**config.mk**
```make
export PLATFORM = sky130hd
export DESIGN_NAME = adc_conversion_mode_control
export DESIGN_NICKNAME = d
export VERILOG_FILES = /design/src/logic/adc_ctrl_pkg.sv /design/src/logic/adc_conversion_mode_control.sv /design/src/logic/acq_timer.sv /design/src/logic/channel_select.sv
export SDC_FILE = /design/constraint.sdc
export NUM_CORES = 1
export LEC_CHECK = 0
export BUFFER_PORTS_ARGS = -buffer_cell sky130_fd_sc_hd__clkbuf_2
export CORE_UTILIZATION = 51
export DETAILED_ROUTE_END_ITERATION = 8
export PLACE_DENSITY = 0.76
export SLEW_MARGIN = 10
export SYNTH_ARGS = -nofsm -noshare
export SYNTH_HDL_FRONTEND = slang
export SYNTH_HIERARCHICAL = 1
export SYNTH_SLANG_ARGS = --single-unit
```
**constraint.sdc**
```tcl
create_clock -name sys_clk -period 2.9 [get_ports sys_clk]
set_clock_uncertainty 0.2 [all_clocks]
set_input_delay 0.145 -clock sys_clk [delete_from_list [all_inputs] [get_ports sys_clk]]
set_output_delay 0.145 -clock sys_clk [all_outputs]
set_load 0.01 [all_outputs]
```
**src/logic/adc_ctrl_pkg.sv**
```systemverilog
package adc_ctrl_pkg;
    localparam logic [7:0] CTRL_ADDR = 8'hd8;
    localparam logic [7:0] CTRL_RESET = 8'h00;
    localparam int FLAG_POS = 7;
    localparam int DMA_POS = 6;
    localparam int CONTINUOUS_CONVERSION_BIT_POS = 5;
    localparam int SINGLE_CONVERSION_BIT_POS = 4;
    localparam int CHAN_MSB = 3;
    localparam logic [3:0] CH_LAST_EXT = 4'h7;
    localparam logic [3:0] CH_TEMP = 4'h8;
    localparam logic [3:0] CH_STOP = 4'hf;
    localparam int CLK_PERIOD_NS = 25;
    localparam int TEMP_ACQ_NS = 1000;
    // least time, so rounded up
    localparam int TEMP_ACQ_CYC = (TEMP_ACQ_NS + CLK_PERIOD_NS - 1) / CLK_PERIOD_NS;
    localparam int BASE_ACQ_CYC = 1;
    localparam int ACQ_CNT_W = 8;
    typedef enum logic [1:0] {
        ST_IDLE,
        ST_FETCH,
        ST_ACQ,
        ST_CONV
    } seq_state_type;
endpackage

```
**src/logic/adc_conversion_mode_control.sv**
```systemverilog
// Behaviour
// - flag set on single or dma end
// - flag cleared when interrupt vector taken
// - dma bit arms memory capture mode for the next start
// - dma bit self-clears at capture end
// - address strobe stops until dma starts
// - continuous bit repeats conversions with settings
// - next conversion starts right after previous
// - single bit runs exactly one conversion
// - single bit self-clears when conversion ends
// - four-bit field selects channels zero-seven
// - non-dma conversions use selected channel field
// - dma mode takes channel from memory
// - register resets zero, bit addressable, d8
// - higher codes; temp sensor needs 1us
// - all-ones memory entry ends dma sequence
`timescale 1ns/100ps
`default_nettype none
module adc_conversion_mode_control (
    input wire logic sys_clk,
    input wire logic srst,
    input wire logic [7:0] sfr_addr,
    input wire logic sfr_wr,
    input wire logic sfr_rd,
    input wire logic [7:0] sfr_wdata,
    input wire logic [7:0] bit_addr,
    input wire logic bit_wr,
    input wire logic bit_val,
    input wire logic vector_ack,
    input wire logic trigger_in,
    input wire logic conv_done,
    input wire logic dma_entry_valid,
    input wire logic [3:0] dma_entry_chan,
    output logic [7:0] sfr_rdata,
    output logic conv_start,
    output logic [3:0] conv_channel,
    output logic dma_fetch,
    output logic ale_enable,
    output logic conv_irq,
    output logic busy
);
    logic [7:0] ctrl_q;
    logic [7:0] ctrl_d;
    adc_ctrl_pkg::seq_state_type state_q;
    adc_ctrl_pkg::seq_state_type state_d;
    logic dma_run_q;
    logic dma_run_d;
    logic [7:0] rdata_q;
    logic start_q;
    logic [3:0] chan_q;
    logic fetch_q;
    logic ale_q;
    logic busy_q;

    wire sfr_hit;
    wire bit_hit;
    wire [7:0] bit_mask;
    wire [7:0] touch;
    wire [7:0] sw_val;
    wire start_req;
    wire in_conv_done;
    wire stop_seen;
    wire single_end;
    wire dma_end;
    wire flag_set;
    wire enter_acq;
    wire acq_done;
    wire [3:0] sel_chan;
    wire sel_stop;
    wire sel_long;
    wire [adc_ctrl_pkg::ACQ_CNT_W-1:0] acq_len;

    assign sfr_hit = sfr_wr && (sfr_addr == adc_ctrl_pkg::CTRL_ADDR);
    assign bit_hit = bit_wr && (bit_addr[7:3] == adc_ctrl_pkg::CTRL_ADDR[7:3]);
    assign bit_mask = 8'h01 << bit_addr[2:0];
    assign touch = sfr_hit ? 8'hff : (bit_hit ? bit_mask : 8'h00);
    assign sw_val = sfr_hit ? sfr_wdata : (bit_val ? bit_mask : 8'h00);

    assign start_req = ctrl_q[adc_ctrl_pkg::SINGLE_CONVERSION_BIT_POS] || ctrl_q[adc_ctrl_pkg::CONTINUOUS_CONVERSION_BIT_POS]
        || trigger_in;
    assign in_conv_done = (state_q == adc_ctrl_pkg::ST_CONV) && conv_done;
    assign stop_seen = (state_q == adc_ctrl_pkg::ST_FETCH) && dma_entry_valid && sel_stop;
    // one conversion ends a single request
    assign single_end = in_conv_done && !dma_run_q;
    assign dma_end = stop_seen;
    assign flag_set = single_end || dma_end;

    assign enter_acq = (state_d == adc_ctrl_pkg::ST_ACQ) && (state_q != adc_ctrl_pkg::ST_ACQ);

    channel_select u_sel (
        .dma_mode(dma_run_q),
        .field_chan(ctrl_q[adc_ctrl_pkg::CHAN_MSB:0]),
        .mem_chan(dma_entry_chan),
        .chan(sel_chan),
        .is_stop(sel_stop),
        .long_acq(sel_long)
    );

    assign acq_len = sel_long ? adc_ctrl_pkg::ACQ_CNT_W'(adc_ctrl_pkg::TEMP_ACQ_CYC)
        : adc_ctrl_pkg::ACQ_CNT_W'(adc_ctrl_pkg::BASE_ACQ_CYC);

    acq_timer #(
        .CNT_W(adc_ctrl_pkg::ACQ_CNT_W)
    ) u_acq (
        .sys_clk(sys_clk),
        .srst(srst),
        .load(enter_acq),
        .cycles(acq_len),
        .done(acq_done)
    );

    always_comb begin
        state_d = state_q;
        dma_run_d = dma_run_q;
        case (state_q)
            adc_ctrl_pkg::ST_IDLE: begin
                if (start_req) begin
                    // the bit picks capture at start; capture then runs until a stop entry
                    if (ctrl_q[adc_ctrl_pkg::DMA_POS]) begin
                        state_d = adc_ctrl_pkg::ST_FETCH;
                        dma_run_d = 1'b1;
                    end else begin
                        state_d = adc_ctrl_pkg::ST_ACQ;
                    end
                end
            end
            adc_ctrl_pkg::ST_FETCH: begin
                if (dma_entry_valid) begin
                    if (sel_stop) begin
                        state_d = adc_ctrl_pkg::ST_IDLE;
                        dma_run_d = 1'b0;
                    end else begin
                        state_d = adc_ctrl_pkg::ST_ACQ;
                    end
                end
            end
            adc_ctrl_pkg::ST_ACQ: begin
                if (acq_done) begin
                    state_d = adc_ctrl_pkg::ST_CONV;
                end
            end
            adc_ctrl_pkg::ST_CONV: begin
                if (conv_done) begin
                    if (dma_run_q) begin
                        state_d = adc_ctrl_pkg::ST_FETCH;
                    end else if (ctrl_q[adc_ctrl_pkg::CONTINUOUS_CONVERSION_BIT_POS]) begin
                        state_d = adc_ctrl_pkg::ST_ACQ;
                    end else begin
                        state_d = adc_ctrl_pkg::ST_IDLE;
                    end
                end
            end
            default: begin
                state_d = adc_ctrl_pkg::ST_IDLE;
                dma_run_d = 1'b0;
            end
        endcase
    end

    // hardware set wins over both clears so no completion is lost
    always_comb begin
        ctrl_d = ctrl_q;
        for (int i = 0; i < 8; i++) begin
            if (touch[i]) begin
                ctrl_d[i] = sw_val[i];
            end
        end
        // single bit drops at its end
        if (single_end && !touch[adc_ctrl_pkg::SINGLE_CONVERSION_BIT_POS]) begin
            ctrl_d[adc_ctrl_pkg::SINGLE_CONVERSION_BIT_POS] = 1'b0;
        end
        // dma bit drops at block end
        if (dma_end && !touch[adc_ctrl_pkg::DMA_POS]) begin
            ctrl_d[adc_ctrl_pkg::DMA_POS] = 1'b0;
        end
        if (vector_ack) begin
            ctrl_d[adc_ctrl_pkg::FLAG_POS] = 1'b0;
        end
        if (flag_set) begin
            ctrl_d[adc_ctrl_pkg::FLAG_POS] = 1'b1;
        end
    end

    always_ff @(posedge sys_clk) begin
        if (srst) begin
            ctrl_q <= adc_ctrl_pkg::CTRL_RESET;
            state_q <= adc_ctrl_pkg::ST_IDLE;
            dma_run_q <= 1'b0;
        end else begin
            ctrl_q <= ctrl_d;
            state_q <= state_d;
            dma_run_q <= dma_run_d;
        end
    end

    always_ff @(posedge sys_clk) begin
        if (srst) begin
            chan_q <= 4'h0;
        end else if (enter_acq) begin
            chan_q <= sel_chan;
        end
    end

    always_ff @(posedge sys_clk) begin
        if (srst) begin
            rdata_q <= 8'h00;
            start_q <= 1'b0;
            fetch_q <= 1'b0;
            ale_q <= 1'b1;
            busy_q <= 1'b0;
        end else begin
            rdata_q <= (sfr_rd && sfr_addr == adc_ctrl_pkg::CTRL_ADDR) ? ctrl_q : 8'h00;
            start_q <= (state_q == adc_ctrl_pkg::ST_ACQ) && acq_done;
            fetch_q <= (state_d == adc_ctrl_pkg::ST_FETCH)
                && (state_q != adc_ctrl_pkg::ST_FETCH);
            // strobe off while armed but not yet running
            ale_q <= !(ctrl_d[adc_ctrl_pkg::DMA_POS] && !dma_run_d);
            busy_q <= state_d != adc_ctrl_pkg::ST_IDLE;
        end
    end

    assign sfr_rdata = rdata_q;
    assign conv_start = start_q;
    assign conv_channel = chan_q;
    assign dma_fetch = fetch_q;
    assign ale_enable = ale_q;
    assign conv_irq = ctrl_q[adc_ctrl_pkg::FLAG_POS];
    assign busy = busy_q;
endmodule
`default_nettype wire

```
**src/logic/acq_timer.sv**
```systemverilog
`timescale 1ns/100ps
`default_nettype none
module acq_timer #(
    parameter int CNT_W = 8
) (
    input wire logic sys_clk,
    input wire logic srst,
    input wire logic load,
    input wire logic [CNT_W-1:0] cycles,
    output logic done
);
    logic [CNT_W-1:0] cnt_q;
    logic run_q;
    logic last;

    assign last = run_q && (cnt_q == {{(CNT_W-1){1'b0}}, 1'b1});
    assign done = last;

    always_ff @(posedge sys_clk) begin
        if (srst) begin
            cnt_q <= '0;
            run_q <= 1'b0;
        end else if (load) begin
            cnt_q <= cycles;
            run_q <= 1'b1;
        end else if (run_q) begin
            cnt_q <= cnt_q - {{(CNT_W-1){1'b0}}, 1'b1};
            run_q <= !last;
        end
    end
endmodule
`default_nettype wire

```
**src/logic/channel_select.sv**
```systemverilog
`timescale 1ns/100ps
`default_nettype none
module channel_select (
    input wire logic dma_mode,
    input wire logic [3:0] field_chan,
    input wire logic [3:0] mem_chan,
    output logic [3:0] chan,
    output logic is_stop,
    output logic long_acq
);
    // in dma mode the register field is ignored
    assign chan = dma_mode ? mem_chan : field_chan;
    assign is_stop = dma_mode && (mem_chan == adc_ctrl_pkg::CH_STOP);
    assign long_acq = (chan == adc_ctrl_pkg::CH_TEMP);
endmodule
`default_nettype wire

```
* Word-level counts from Yosys, hierarchy flattened
Cells that the tools add are included.
** Cells by class
- Add/sub/neg operators :: 1
- Reductions and logical operators :: 30
- Shifts and indexed selects :: 1
- Equal/unequal tests :: 12
- Multiplexer cells :: 29
- Bitwise operators :: 1
** Operators by type and width (number)
- 8-bit 2-to-1 mux :: 6
- 2-bit 2-to-1 mux :: 8
- 1-bit logical AND :: 15
- 1-bit 2-to-1 mux :: 11
- 4-bit equality test, second input constant :: 2
- 8-bit by 1-bit equality test with 1-bit output, second input constant :: 1
- 8-bit equality test, second input constant :: 1
- 2-bit one-hot mux with 4 select lines :: 1
- 1-bit by 3-bit left shift with 8-bit output, first input constant :: 1
- 8-bit by 1-bit subtractor with 8-bit output, second input constant :: 1
- 2-bit equality test, second input constant :: 3
- 1-bit zero test :: 6
- 6-bit 2-to-1 mux :: 1
- 5-bit equality test, second input constant :: 1
- 2-bit by 1-bit equality test with 1-bit output, second input constant :: 2
- 4-bit 2-to-1 mux :: 1
- 2-bit nonzero test :: 2
- 2-bit OR reduction :: 2
- 1-bit logical OR :: 3
- 3-bit nonzero test :: 1
- 2-bit zero test :: 1
- 2-bit by 1-bit != test with 1-bit output, second input constant :: 1
- 2-bit != test, second input constant :: 1
- 1-bit one-hot mux with 2 select lines :: 1
- 1-bit inverter :: 1
** Word-level totals
- Output and inout bits :: 17
- Flip-flop bits (word level) :: 36

* Depth between registers and ports, before layout
Gate-level depths: netlist of the first run.
- Depth after elaboration :: 9
- Gate-level depth with buffers :: 10
- Gate-level depth less buffers :: 9

* Hierarchy
The synthesis of the first run kept the hierarchy.
** Modules (own cells, without submodules)
- adc_conversion_mode_control :: area each 1242.4 um^2, times used 1, cells each 134, seq. area each 540.5 um^2
- acq_timer :: area each 539.3 um^2, times used 1, cells each 61, seq. area each 180.2 um^2
- channel_select :: area each 88.8 um^2, times used 1, cells each 8, seq. area each 0.0 um^2

* Worst setup path after synthesis of the first run
Ideal clock, no wire load.
- Path kind :: register to register
- Start point :: register dma_run_q
- End point :: register u_acq.cnt_q[7]
- Setup slack :: 0.292 ns
- Clock period less this slack :: 2.608 ns
- Buffers on the path :: 2
- Cell stages (with the launch flop) :: 10
- Required time :: 2.617 ns
- Library setup time :: 0.083 ns
- Arrival time :: 2.325 ns
- Path through :: dfxtp_1 nand2_1 nor2_1 and3b_1 a211oi_2 and4bb_1 buf_2 buf_2 or4b_2 o221ai_1
** Between the ends
- Cells in the longest elaborated chain, start to end :: 7
- Elaborated cells on any way between the ends :: 10
** RTL lines
- from (decl) :: line adc_conversion_mode_control.sv:46 : logic dma_run_q;
- from (signal assigned) :: line adc_conversion_mode_control.sv:192 : dma_run_q <= dma_run_d;
- 1-bit logical AND * :: line channel_select.sv:13 : assign is_stop = dma_mode && (mem_chan == adc_ctrl_pkg::CH_STOP);
- named net sel_stop :: line adc_conversion_mode_control.sv:69 : wire sel_stop;
- 2-bit 2-to-1 mux * :: line adc_conversion_mode_control.sv:129 : if (sel_stop) begin
- 2-bit 2-to-1 mux * :: line adc_conversion_mode_control.sv:128 : if (dma_entry_valid) begin
- 2-bit one-hot mux with 4 select lines * :: line adc_conversion_mode_control.sv:115 : case (state_q)
- 2-bit equality test * :: line adc_conversion_mode_control.sv:88 : assign enter_acq = (state_d == adc_ctrl_pkg::ST_ACQ) && (state_q != adc_ctrl_pkg::ST_ACQ);
- 1-bit logical AND * :: line adc_conversion_mode_control.sv:88
- named net enter_acq :: line adc_conversion_mode_control.sv:66 : wire enter_acq;
- 8-bit 2-to-1 mux / 2-bit nonzero test (equally long branches)
- to (signal assigned) :: line acq_timer.sv:24 : cnt_q <= cycles;
- to (signal assigned) :: line acq_timer.sv:27 : cnt_q <= cnt_q - {{(CNT_W-1){1'b0}}, 1'b1};
- to (decl) :: line acq_timer.sv:12 : logic [CNT_W-1:0] cnt_q;
Mark *: on every way through the listed nets, which the timed path passes. The rest lies on a longest branch.
A chain may end at the register's enable or synchronous reset.

* Final worst setup path of the first run
- Start point :: register ctrl_q[5]
- End point :: register u_acq.cnt_q[6]
** Between the ends
- Cells in the longest elaborated chain, start to end :: 7
- Elaborated cells on any way between the ends :: 11
** RTL lines
- from (decl) :: line adc_conversion_mode_control.sv:42 : logic [7:0] ctrl_q;
- from (signal assigned) :: line adc_conversion_mode_control.sv:186 : ctrl_q <= adc_ctrl_pkg::CTRL_RESET;
- from (signal assigned) :: line adc_conversion_mode_control.sv:190 : ctrl_q <= ctrl_d;
- 2-bit 2-to-1 mux / 1-bit logical OR (equally long branches) :: line adc_conversion_mode_control.sv:146, adc_conversion_mode_control.sv:79
- 2-bit 2-to-1 mux / 1-bit logical OR (equally long branches) :: line adc_conversion_mode_control.sv:144, adc_conversion_mode_control.sv:80
- 2-bit 2-to-1 mux, on equally long branches :: line adc_conversion_mode_control.sv:143, adc_conversion_mode_control.sv:117
- 2-bit one-hot mux with 4 select lines * :: line adc_conversion_mode_control.sv:115
- 2-bit equality test * :: line adc_conversion_mode_control.sv:88
- 1-bit logical AND * :: line adc_conversion_mode_control.sv:88
- 8-bit 2-to-1 mux / 2-bit nonzero test (equally long branches)
Every way passes the cells marked *; elsewhere a longest branch is shown, timed or not.

==> results_tabular.tex, run 1 <==
\begin{tabular}{lr}
\hline
Metric & Value \\
\hline
\multicolumn{2}{l}{\textbf{Outcome}} \\
\quad Status & complete, no violations \\
\multicolumn{2}{l}{\textbf{Synthesis}} \\
\quad Per-instance average area after synthesis & 9.21 um\^{}2 \\
\quad Yosys warns & 6 \\
\quad Number of enable flip-flop cells after synthesis & 0 \\
\quad Synth Flop Type & sky130\_fd\_sc\_hd\_\_dfxtp\_1 \\
\quad Number of storage elements in the synthesis netlist & 36 \\
\quad Seq/Total Area, Yosys & 38.5\% \\
\quad Async set or reset register ratio after synthesis & 0\% \\
\quad Synthesized area & 0.00187 mm\^{}2 \\
\quad Unique cell type count in the Yosys netlist & 56 \\
\quad Number of instances in the synthesized netlist & 203 \\
\multicolumn{2}{l}{\textbf{Worst setup path}} \\
\quad Kind of launch point of the worst setup path & flip-flop \\
\quad Start-to-end type of the worst setup path & reg2reg \\
\quad Cells traversed along the worst timing path & or3\_1 > nand3\_1 > and4bb\_1 > buf\_4 > inv\_1 > and4\_1 > a2111oi\_0 \\
\quad Data arrival at the endpoint of the critical path & 2.43 ns \\
\quad Maximum cell stage delay along the critical path & 0.42 ns \\
\quad Endpoint required time on the critical path & 2.92 ns \\
\quad Worst reg-to-reg setup slack & 0.49 ns \\
\quad Max stage delay cell, worst path & sky130\_fd\_sc\_hd\_\_or3\_1 \\
\quad Max Fanout on Critical Path & 13 \\
\quad Cell count of the worst reg-to-reg path & 7 \\
\quad Worst Setup End Kind & flip-flop \\
\multicolumn{2}{l}{\textbf{Place}} \\
\quad Hpwl dp & 2900 um \\
\quad Number of input and output port buffers inserted & 54 \\
\quad Cell Area, Placed & 0.00215 mm\^{}2 \\
\quad Pre-CTS worst setup slack & 0.506 ns \\
\quad Routability congestion estimate & 0.815 \\
\multicolumn{2}{l}{\textbf{Timing}} \\
\quad TNS Setup & 0 ns \\
\quad Maximum clock rate & 0.415 GHz \\
\quad Share of the cycle needed by the critical path after routing & 83.1\% \\
\quad Worst slew margin & 58.4\% \\
\quad Worst Max-Slew Pin Slew & 0.615 ns \\
\quad Least setup slack across all paths after layout & 0.491 ns \\
\quad Final critical delay including setup and external delays & 2.41 ns \\
\quad Setup repair after global routing missed its margin & false \\
\quad Number of hold violations in the final report & 0 \\
\quad Final Max Tran Viols & 0 \\
\quad Setup violations, final & 0 \\
\multicolumn{2}{l}{\textbf{Drt}} \\
\quad Count of TritonRoute iterations in the first routing pass & 4 \\
\quad Count of vias placed by the detailed router & 1,729 \\
\quad Routed length per instance & 12.8 um \\
\quad \# DRC & 0 \\
\quad Routed via count divided by cell count & 5.51 \\
\quad Detailed Route Iter0 Violations & 112 \\
\quad Number of nets still failing antenna checks after routing & 0 \\
\quad Total wire length after detailed routing & 4020 um \\
\multicolumn{2}{l}{\textbf{Clock network}} \\
\quad CTS Buffer Depth & 2 \\
\quad Root Driver & sky130\_fd\_sc\_hd\_\_clkbuf\_4 \\
\quad Number of levels the H-tree was split into & 2 \\
\quad Total clock sinks & 36 \\
\quad Clock transition at the registers of the reported paths & 0.10 ns \\
\quad CTS resizes & 0 \\
\quad Clock tree from TritonCTS & built \\
\quad Clk\_lat worst skew & 0.33 ns \\
\quad Num CTS Buffers & 5 \\
\multicolumn{2}{l}{\textbf{Power}} \\
\quad Pint & 723 uW \\
\quad Power share of the clock group & 30.5\% \\
\quad Total power per unit cell area & 424 mW/mm\^{}2 \\
\quad Reported net switching power & 256 uW \\
\quad VDD IR-drop max & 0.261 mV \\
\quad Seq pwr share & 54.7\% \\
\quad Switching portion of total power & 26.1\% \\
\quad Leak & 0.000960 uW \\
\quad Part of the total power dissipated in combinational logic & 14.8\% \\
\multicolumn{2}{l}{\textbf{Global route}} \\
\quad GR Util All Layers & 23.0\% \\
\quad Number of antenna violations at the first check in global routing & 0 \\
\quad Largest net degree at the start of global routing & 27 \\
\quad Wire length of the first global-routing pass & 7180 um \\
\quad Total grt overflow & 0 \\
\quad Number of global-route vias before repair & 1,678 \\
\multicolumn{2}{l}{\textbf{Run}} \\
\quad Total of max-cap violations & 0 \\
\multicolumn{2}{l}{\textbf{Floorplan}} \\
\quad Ports & 55 \\
\quad Starting density of the core & 54.8\% \\
\quad Die X & 62.6 um \\
\quad Die Area & 0.00391 mm\^{}2 \\
\quad Site Rows & 21 \\
\quad Die span in y & 62.6 um \\
\quad Std-Cell Core Area & 0.00342 mm\^{}2 \\
\multicolumn{2}{l}{\textbf{Cells and area}} \\
\quad Share of layout cells above drive strength 1 & 28.4\% \\
\quad Synthesis-to-layout area growth & 23.3\% \\
\quad Count of nets after finishing & 308 \\
\quad Design area & 0.00231 mm\^{}2 \\
\quad Ant. Diodes & 0 \\
\multicolumn{2}{l}{\textbf{Hold path}} \\
\quad Worst Hold Class & in2reg \\
\quad WHS Path Cells & 3 \\
\hline
\end{tabular}
-- what timing repair did --
| action | 4_1_cts | 5_1_grt |
|---|---|---|
| endpoints found under the hold margin | 9 | 0 |
| setup endpoints to repair | 0 | 0 |
| hold buffers | 9 | 0 |
| setup buffers | 0 | 0 |
-- flip-flops by register name, indices dropped and copies added, names as in the netlist --
name	flops
dma_run_q	1
conv_channel	4
ale_enable	1
u_acq/run_q	1
sfr_rdata	8
dma_fetch	1
state_q	2
busy	1
ctrl_q	8
conv_start	1
u_acq/cnt_q	8
-- stage by stage --
stage / power, uW / hold slack [ns] / instances / utilization, %
finish: 979 / 0.0272 / 314 / 67.5
global route: 1030 / 0.0232 / 314 / 67.5
CTS: 983 / 0.0246 / 314 / 67.5
detailed placement: 680 / 0.170 / 298 / 63.0
global placement: 678 / 0.163 / 298 / 63.0
floorplan: 633 / 0.0220 / 207 / -
-- Yosys cell counts (2+ instances only) --
library cell                number  share of area (%)
sky130_fd_sc_hd__nor3b_1         3                1.2
sky130_fd_sc_hd__inv_1          10                2.0
sky130_fd_sc_hd__nor4bb_1        2                1.1
sky130_fd_sc_hd__nand4b_1        2               0.94
sky130_fd_sc_hd__nor3_1          5                1.3
sky130_fd_sc_hd__o31ai_1         2               0.80
sky130_fd_sc_hd__nand3_1         6                1.6
sky130_fd_sc_hd__mux2_2          2                1.2
sky130_fd_sc_hd__and2_1         10                3.3
sky130_fd_sc_hd__xnor2_1         2               0.94
sky130_fd_sc_hd__clkbuf_1        4               0.80
sky130_fd_sc_hd__a2111oi_0       2               0.94
sky130_fd_sc_hd__xor2_1          2               0.94
sky130_fd_sc_hd__buf_6           3                1.8
sky130_fd_sc_hd__and4_1          2               0.94
sky130_fd_sc_hd__a211oi_1       11                4.4
sky130_fd_sc_hd__mux2i_1        11                5.9
sky130_fd_sc_hd__mux2_4          2                1.6
sky130_fd_sc_hd__nand2b_1        3                1.0
sky130_fd_sc_hd__nand3b_1        2               0.80
sky130_fd_sc_hd__dfxtp_1        36                 39
sky130_fd_sc_hd__nor2_1         16                3.2
sky130_fd_sc_hd__or3_1           3                1.0
sky130_fd_sc_hd__buf_2           3               0.80
sky130_fd_sc_hd__a21oi_1         7                1.9
sky130_fd_sc_hd__or2_2           2               0.67
sky130_fd_sc_hd__nand2_1        16                3.2
sky130_fd_sc_hd__a31oi_1         2               0.67
sky130_fd_sc_hd__ha_1            2                1.3
sky130_fd_sc_hd__nor4_1          3                1.0
sky130_fd_sc_hd__o41ai_1         2               0.94
-- layout make-up --
type / count / area [um^2]
Inverter: 10 / 37.5
Timing Repair Buffer: 65 / 375
Sequential cell: 36 / 721
Fill cell: 311 / 1110
Tap cell: 46 / 57.6
Clock buffer: 7 / 65.1
Multi-Input combinational cell: 150 / 1050
-- logic make-up (layout without fill, tap and decap cells) --
| logic type | Yosys count | in the layout | synth area share (%) |
|---|---|---|---|
| other | 1 | 5 | 0.200 |
| buffers and inverters | 21 | 82 | 6.09 |
| flip-flops | 36 | 36 | 38.5 |
| AND/OR/NAND/NOR | 89 | 89 | 29.7 |
| adder cells (fa/ha/maj) | 2 | 2 | 1.34 |
| AO/OA/AOI/OAI | 35 | 35 | 13.6 |
| XOR/XNOR | 4 | 4 | 1.87 |
| multiplexers | 15 | 15 | 8.70 |
-- worst max-delay path, delay by kind of cell, from the launching register on --
kind / cells / cell delay [ns]
simple gates: 4 / 1.11
flops: 1 / 0.34
buf+inv: 2 / 0.40
compound gates: 1 / 0.25
-- power by group through the flow --
| stage | registers, uW | logic, uW | clock network (uW) |
|---|---|---|---|
| after floorplan | 537 | 96.4 | 0 |
| after global placement | 546 | 132 | 0 |
| after detailed placement | 546 | 134 | 0 |
| after CTS | 535 | 144 | 304 |
| after global routing | 539 | 164 | 326 |
| final | 535 | 145 | 299 |
-- placed cells by master (no fill, tap or decap), types with 3 or more instances in the layout --
cell type                       synthesis  routed
sky130_fd_sc_hd__or3_1                  3       3
sky130_fd_sc_hd__nor2_1                16      16
sky130_fd_sc_hd__and2_1                10      10
sky130_fd_sc_hd__clkbuf_2               0      54
sky130_fd_sc_hd__nor4_1                 3       3
sky130_fd_sc_hd__clkbuf_4               0       5
sky130_fd_sc_hd__dlygate4sd3_1          0       9
sky130_fd_sc_hd__mux2i_1               11      11
sky130_fd_sc_hd__nor3b_1                3       3
sky130_fd_sc_hd__nand2b_1               3       3
sky130_fd_sc_hd__nand2_1               16      16
sky130_fd_sc_hd__a211oi_1              11      11
sky130_fd_sc_hd__a21oi_1                7       7
sky130_fd_sc_hd__dfxtp_1               36      36
sky130_fd_sc_hd__inv_1                 10      10
sky130_fd_sc_hd__nand3_1                6       6
sky130_fd_sc_hd__nor3_1                 5       5
sky130_fd_sc_hd__conb_1                 1       5
-- path summary, 6_finish.rpt --
check / startpoint / end
setup / recovery: ctrl_q[5] / u_acq/cnt_q[6]
setup reg to reg: ctrl_q[5] / u_acq/cnt_q[6]
hold / removal: bit_val / ctrl_q[4]
hold reg to reg: conv_channel[2] / conv_channel[2]
-- layer usage --
metal | vias up | global-route usage [%] | part of all wire (%)
met2 | 61 | 37.8 | 48
met5 | - | 0 | 0
met4 | 0 | 10.2 | 1.7
li1 | 868 | - | -
met3 | 8 | 5.11 | 6.4
met1 | 792 | 28.7 | 44
Note: power is estimated with default switching activity, not from simulation.
==> run 2, diff against run 1 <==
==> constraint.sdc (replaced) <==
create_clock -name sys_clk -period 2.3 [get_ports sys_clk]
set_clock_uncertainty 0.2 [all_clocks]
set_input_delay 0.115 -clock sys_clk [delete_from_list [all_inputs] [get_ports sys_clk]]
set_output_delay 0.115 -clock sys_clk [all_outputs]
set_load 0.01 [all_outputs]
==> run 2 against run 1 <==
Compared with the run above:
- utilization grew 2.4 points
- sequential cell count unchanged
- maximum frequency rose by 9.3%
- die area stayed put
- global-route usage is 1.0 points higher
- non-clock buffer count increased by 6
- highest routed layer unchanged
==> results_tabular.tex, run 2 (synthesis gave the netlist of run 1 again) <==
\begin{tabular}{lr}
\hline
Metric & Value \\
\hline
\multicolumn{2}{l}{\textbf{Worst setup path}} \\
\quad Start-to-end type of the worst setup path & reg2reg \\
\quad Worst Path Buf+Inv & 0 \\
\quad Data arrival at the endpoint of the critical path & 2.27 ns \\
\quad Kind of launch point of the worst setup path & flip-flop \\
\quad Worst Setup End Kind & flip-flop \\
\quad Max Fanout on Critical Path & 6 \\
\quad Endpoint required time on the critical path & 2.36 ns \\
\quad Critical path's top delay family & simple AND/OR/NAND/NOR gates \\
\quad Cells traversed along the worst timing path & or3\_1 > a211oi\_2 > and4bb\_2 > or4b\_4 > o221ai\_1 \\
\quad Maximum cell stage delay along the critical path & 0.51 ns \\
\quad Max stage delay cell, worst path & sky130\_fd\_sc\_hd\_\_or4b\_4 \\
\multicolumn{2}{l}{\textbf{Drt}} \\
\quad Detailed Route Iter0 Violations & 157 \\
\quad Number of nets still failing antenna checks after routing & 0 \\
\quad Count of TritonRoute iterations in the first routing pass & 4 \\
\quad \# DRC & 0 \\
\quad Routed length per instance & 13.5 um \\
\quad Total wire length after detailed routing & 4330 um \\
\quad Routed via count divided by cell count & 5.45 \\
\quad Count of vias placed by the detailed router & 1,751 \\
\multicolumn{2}{l}{\textbf{Floorplan}} \\
\quad Die span in y & 62.6 um \\
\quad Die X & 62.6 um \\
\quad Starting density of the core & 54.8\% \\
\quad Die Area & 0.00391 mm\^{}2 \\
\quad Site Rows & 21 \\
\quad Ports & 55 \\
\quad Std-Cell Core Area & 0.00342 mm\^{}2 \\
\multicolumn{2}{l}{\textbf{Place}} \\
\quad Hpwl dp & 2930 um \\
\quad Routability congestion estimate & 0.809 \\
\quad Cell Area, Placed & 0.00217 mm\^{}2 \\
\quad Number of input and output port buffers inserted & 54 \\
\quad Cell count after placement & 300 \\
\multicolumn{2}{l}{\textbf{Outcome}} \\
\quad Status & complete, no violations \\
\multicolumn{2}{l}{\textbf{Global route}} \\
\quad Number of global-route vias before repair & 1,751 \\
\quad GR Util All Layers & 24.0\% \\
\quad Total grt overflow & 0 \\
\quad Wire length of the first global-routing pass & 7470 um \\
\quad Number of antenna violations at the first check in global routing & 0 \\
\quad Largest net degree at the start of global routing & 26 \\
\multicolumn{2}{l}{\textbf{Power}} \\
\quad Leak & 0.00100 uW \\
\quad Total power per unit cell area & 523 mW/mm\^{}2 \\
\quad VDD IR-drop max & 0.285 mV \\
\multicolumn{2}{l}{\textbf{Clock network}} \\
\quad Clock transition at the registers of the reported paths & 0.10 ns \\
\quad Total clock sinks & 36 \\
\quad Count of buffers added by post-CTS timing repair for setup & 0 \\
\quad CTS Buffer Depth & 2 \\
\quad Clk\_lat worst skew & 0.34 ns \\
\quad Number of levels the H-tree was split into & 2 \\
\quad Root Driver & sky130\_fd\_sc\_hd\_\_clkbuf\_4 \\
\quad Num CTS Buffers & 5 \\
\quad Clock tree from TritonCTS & built \\
\multicolumn{2}{l}{\textbf{Timing}} \\
\quad Worst Max-Slew Pin Slew & 0.589 ns \\
\quad Final Max Tran Viols & 0 \\
\quad Final critical delay including setup and external delays & 2.20 ns \\
\quad Number of hold violations in the final report & 0 \\
\quad Share of the cycle needed by the critical path after routing & 95.8\% \\
\quad Setup violations, final & 0 \\
\quad Maximum clock rate & 0.454 GHz \\
\quad TNS Setup & 0 ns \\
\quad Setup repair after global routing missed its margin & false \\
\quad Worst slew margin & 60.2\% \\
\multicolumn{2}{l}{\textbf{Cells and area}} \\
\quad Most frequent cells in the layout & sky130\_fd\_sc\_hd\_\_clkbuf\_2 (54), sky130\_fd\_sc\_hd\_\_dfxtp\_1 (33), sky130\_fd\_sc\_hd\_\_nor2\_1 (16), sky130\_fd\_sc\_hd\_\_nand2\_1 (16), sky130\_fd\_sc\_hd\_\_dlygate4sd3\_1 (13) \\
\quad Count of nets after finishing & 314 \\
\quad Design area & 0.00239 mm\^{}2 \\
\quad Most common library cell in the layout ignoring fill and taps & sky130\_fd\_sc\_hd\_\_clkbuf\_2 \\
\quad Ant. Diodes & 0 \\
\quad Share of layout cells above drive strength 1 & 30.5\% \\
\quad Number of standard cells in the final layout excluding fillers & 321 \\
\quad Synthesis-to-layout area growth & 27.7\% \\
\multicolumn{2}{l}{\textbf{Hold path}} \\
\quad Worst Hold Class & in2reg \\
\multicolumn{2}{l}{\textbf{Run}} \\
\quad Total of max-cap violations & 0 \\
\hline
\end{tabular}
## run 2: cell count changes in the layout (fill, tap and decap cells not counted), sizes merged
cell | previous run | this run
buf | 2 | 4
clkbuf | 61 | 62
dlygate4sd3 | 9 | 13
## run 2: what timing repair did
| item | 4_1_cts | 5_1_grt |
|---|---|---|
| resized for setup | 0 | 6 |
| hold endpoints to repair | 9 | 0 |
| hold buffers | 13 | 0 |
| endpoints found under the setup margin | 0 | 3 |
## run 2: worst reg2reg max path, cell delays in order, from the launching register on
cell and delay [ns]:
sky130_fd_sc_hd__dfxtp_1 0.33, sky130_fd_sc_hd__or3_1 0.40, sky130_fd_sc_hd__a211oi_2 0.21, sky130_fd_sc_hd__and4bb_2 0.31, sky130_fd_sc_hd__or4b_4 0.51, sky130_fd_sc_hd__o221ai_1 0.16
## run 2: final cells by class
type	count	area, um^2
Tap cell	46	57.6
Multi-Input combinational cell	150	1070
Inverter	10	37.5
Sequential cell	36	727
Fill cell	290	1030
Clock buffer	8	68.8
Timing Repair Buffer	71	430
## run 2: final timing paths
check                   from              end  slack [ns]  cells after the start
min reg2reg  conv_channel[3]  conv_channel[3]        0.27                      2
max reg2reg        ctrl_q[4]   u_acq/cnt_q[7]         0.1                      5
min              bit_addr[2]        ctrl_q[5]        0.02                      4
max                ctrl_q[4]   u_acq/cnt_q[7]         0.1                      5
## run 2: metrics by stage
| step | hold slack [ns] | power (uW) | utilization [%] | setup WS (ns) |
|---|---|---|---|---|
| 2_1_floorplan | -0.00796 | 804 | - | 0.0326 |
| 3_3_place_gp | 0.136 | 858 | 63.7 | 0.189 |
| 3_5_place_dp | 0.131 | 863 | 63.7 | 0.121 |
| 4_1_cts | 0.00933 | 1250 | 69.5 | 0.0487 |
| 5_1_grt | 0.0306 | 1310 | 69.9 | 0.0124 |
| 6_report | 0.0162 | 1250 | 69.9 | 0.0955 |
## run 2: power breakdown
part	internal [uW]	switching (uW)	total, uW
Clock	180	201	381
Combinational	98.6	92.9	192
Sequential	644	31.7	676
Total	923	326	1250
## run 2: routing by layer
metal  GRT usage, %  vias to the layer above  wire length [um]
li1               -                      878                 -
met1           28.9                      826              2020
met2           40.4                       42              2080
met3           4.93                        5               177
met4           11.9                        0                57
met5              0                        -                 0
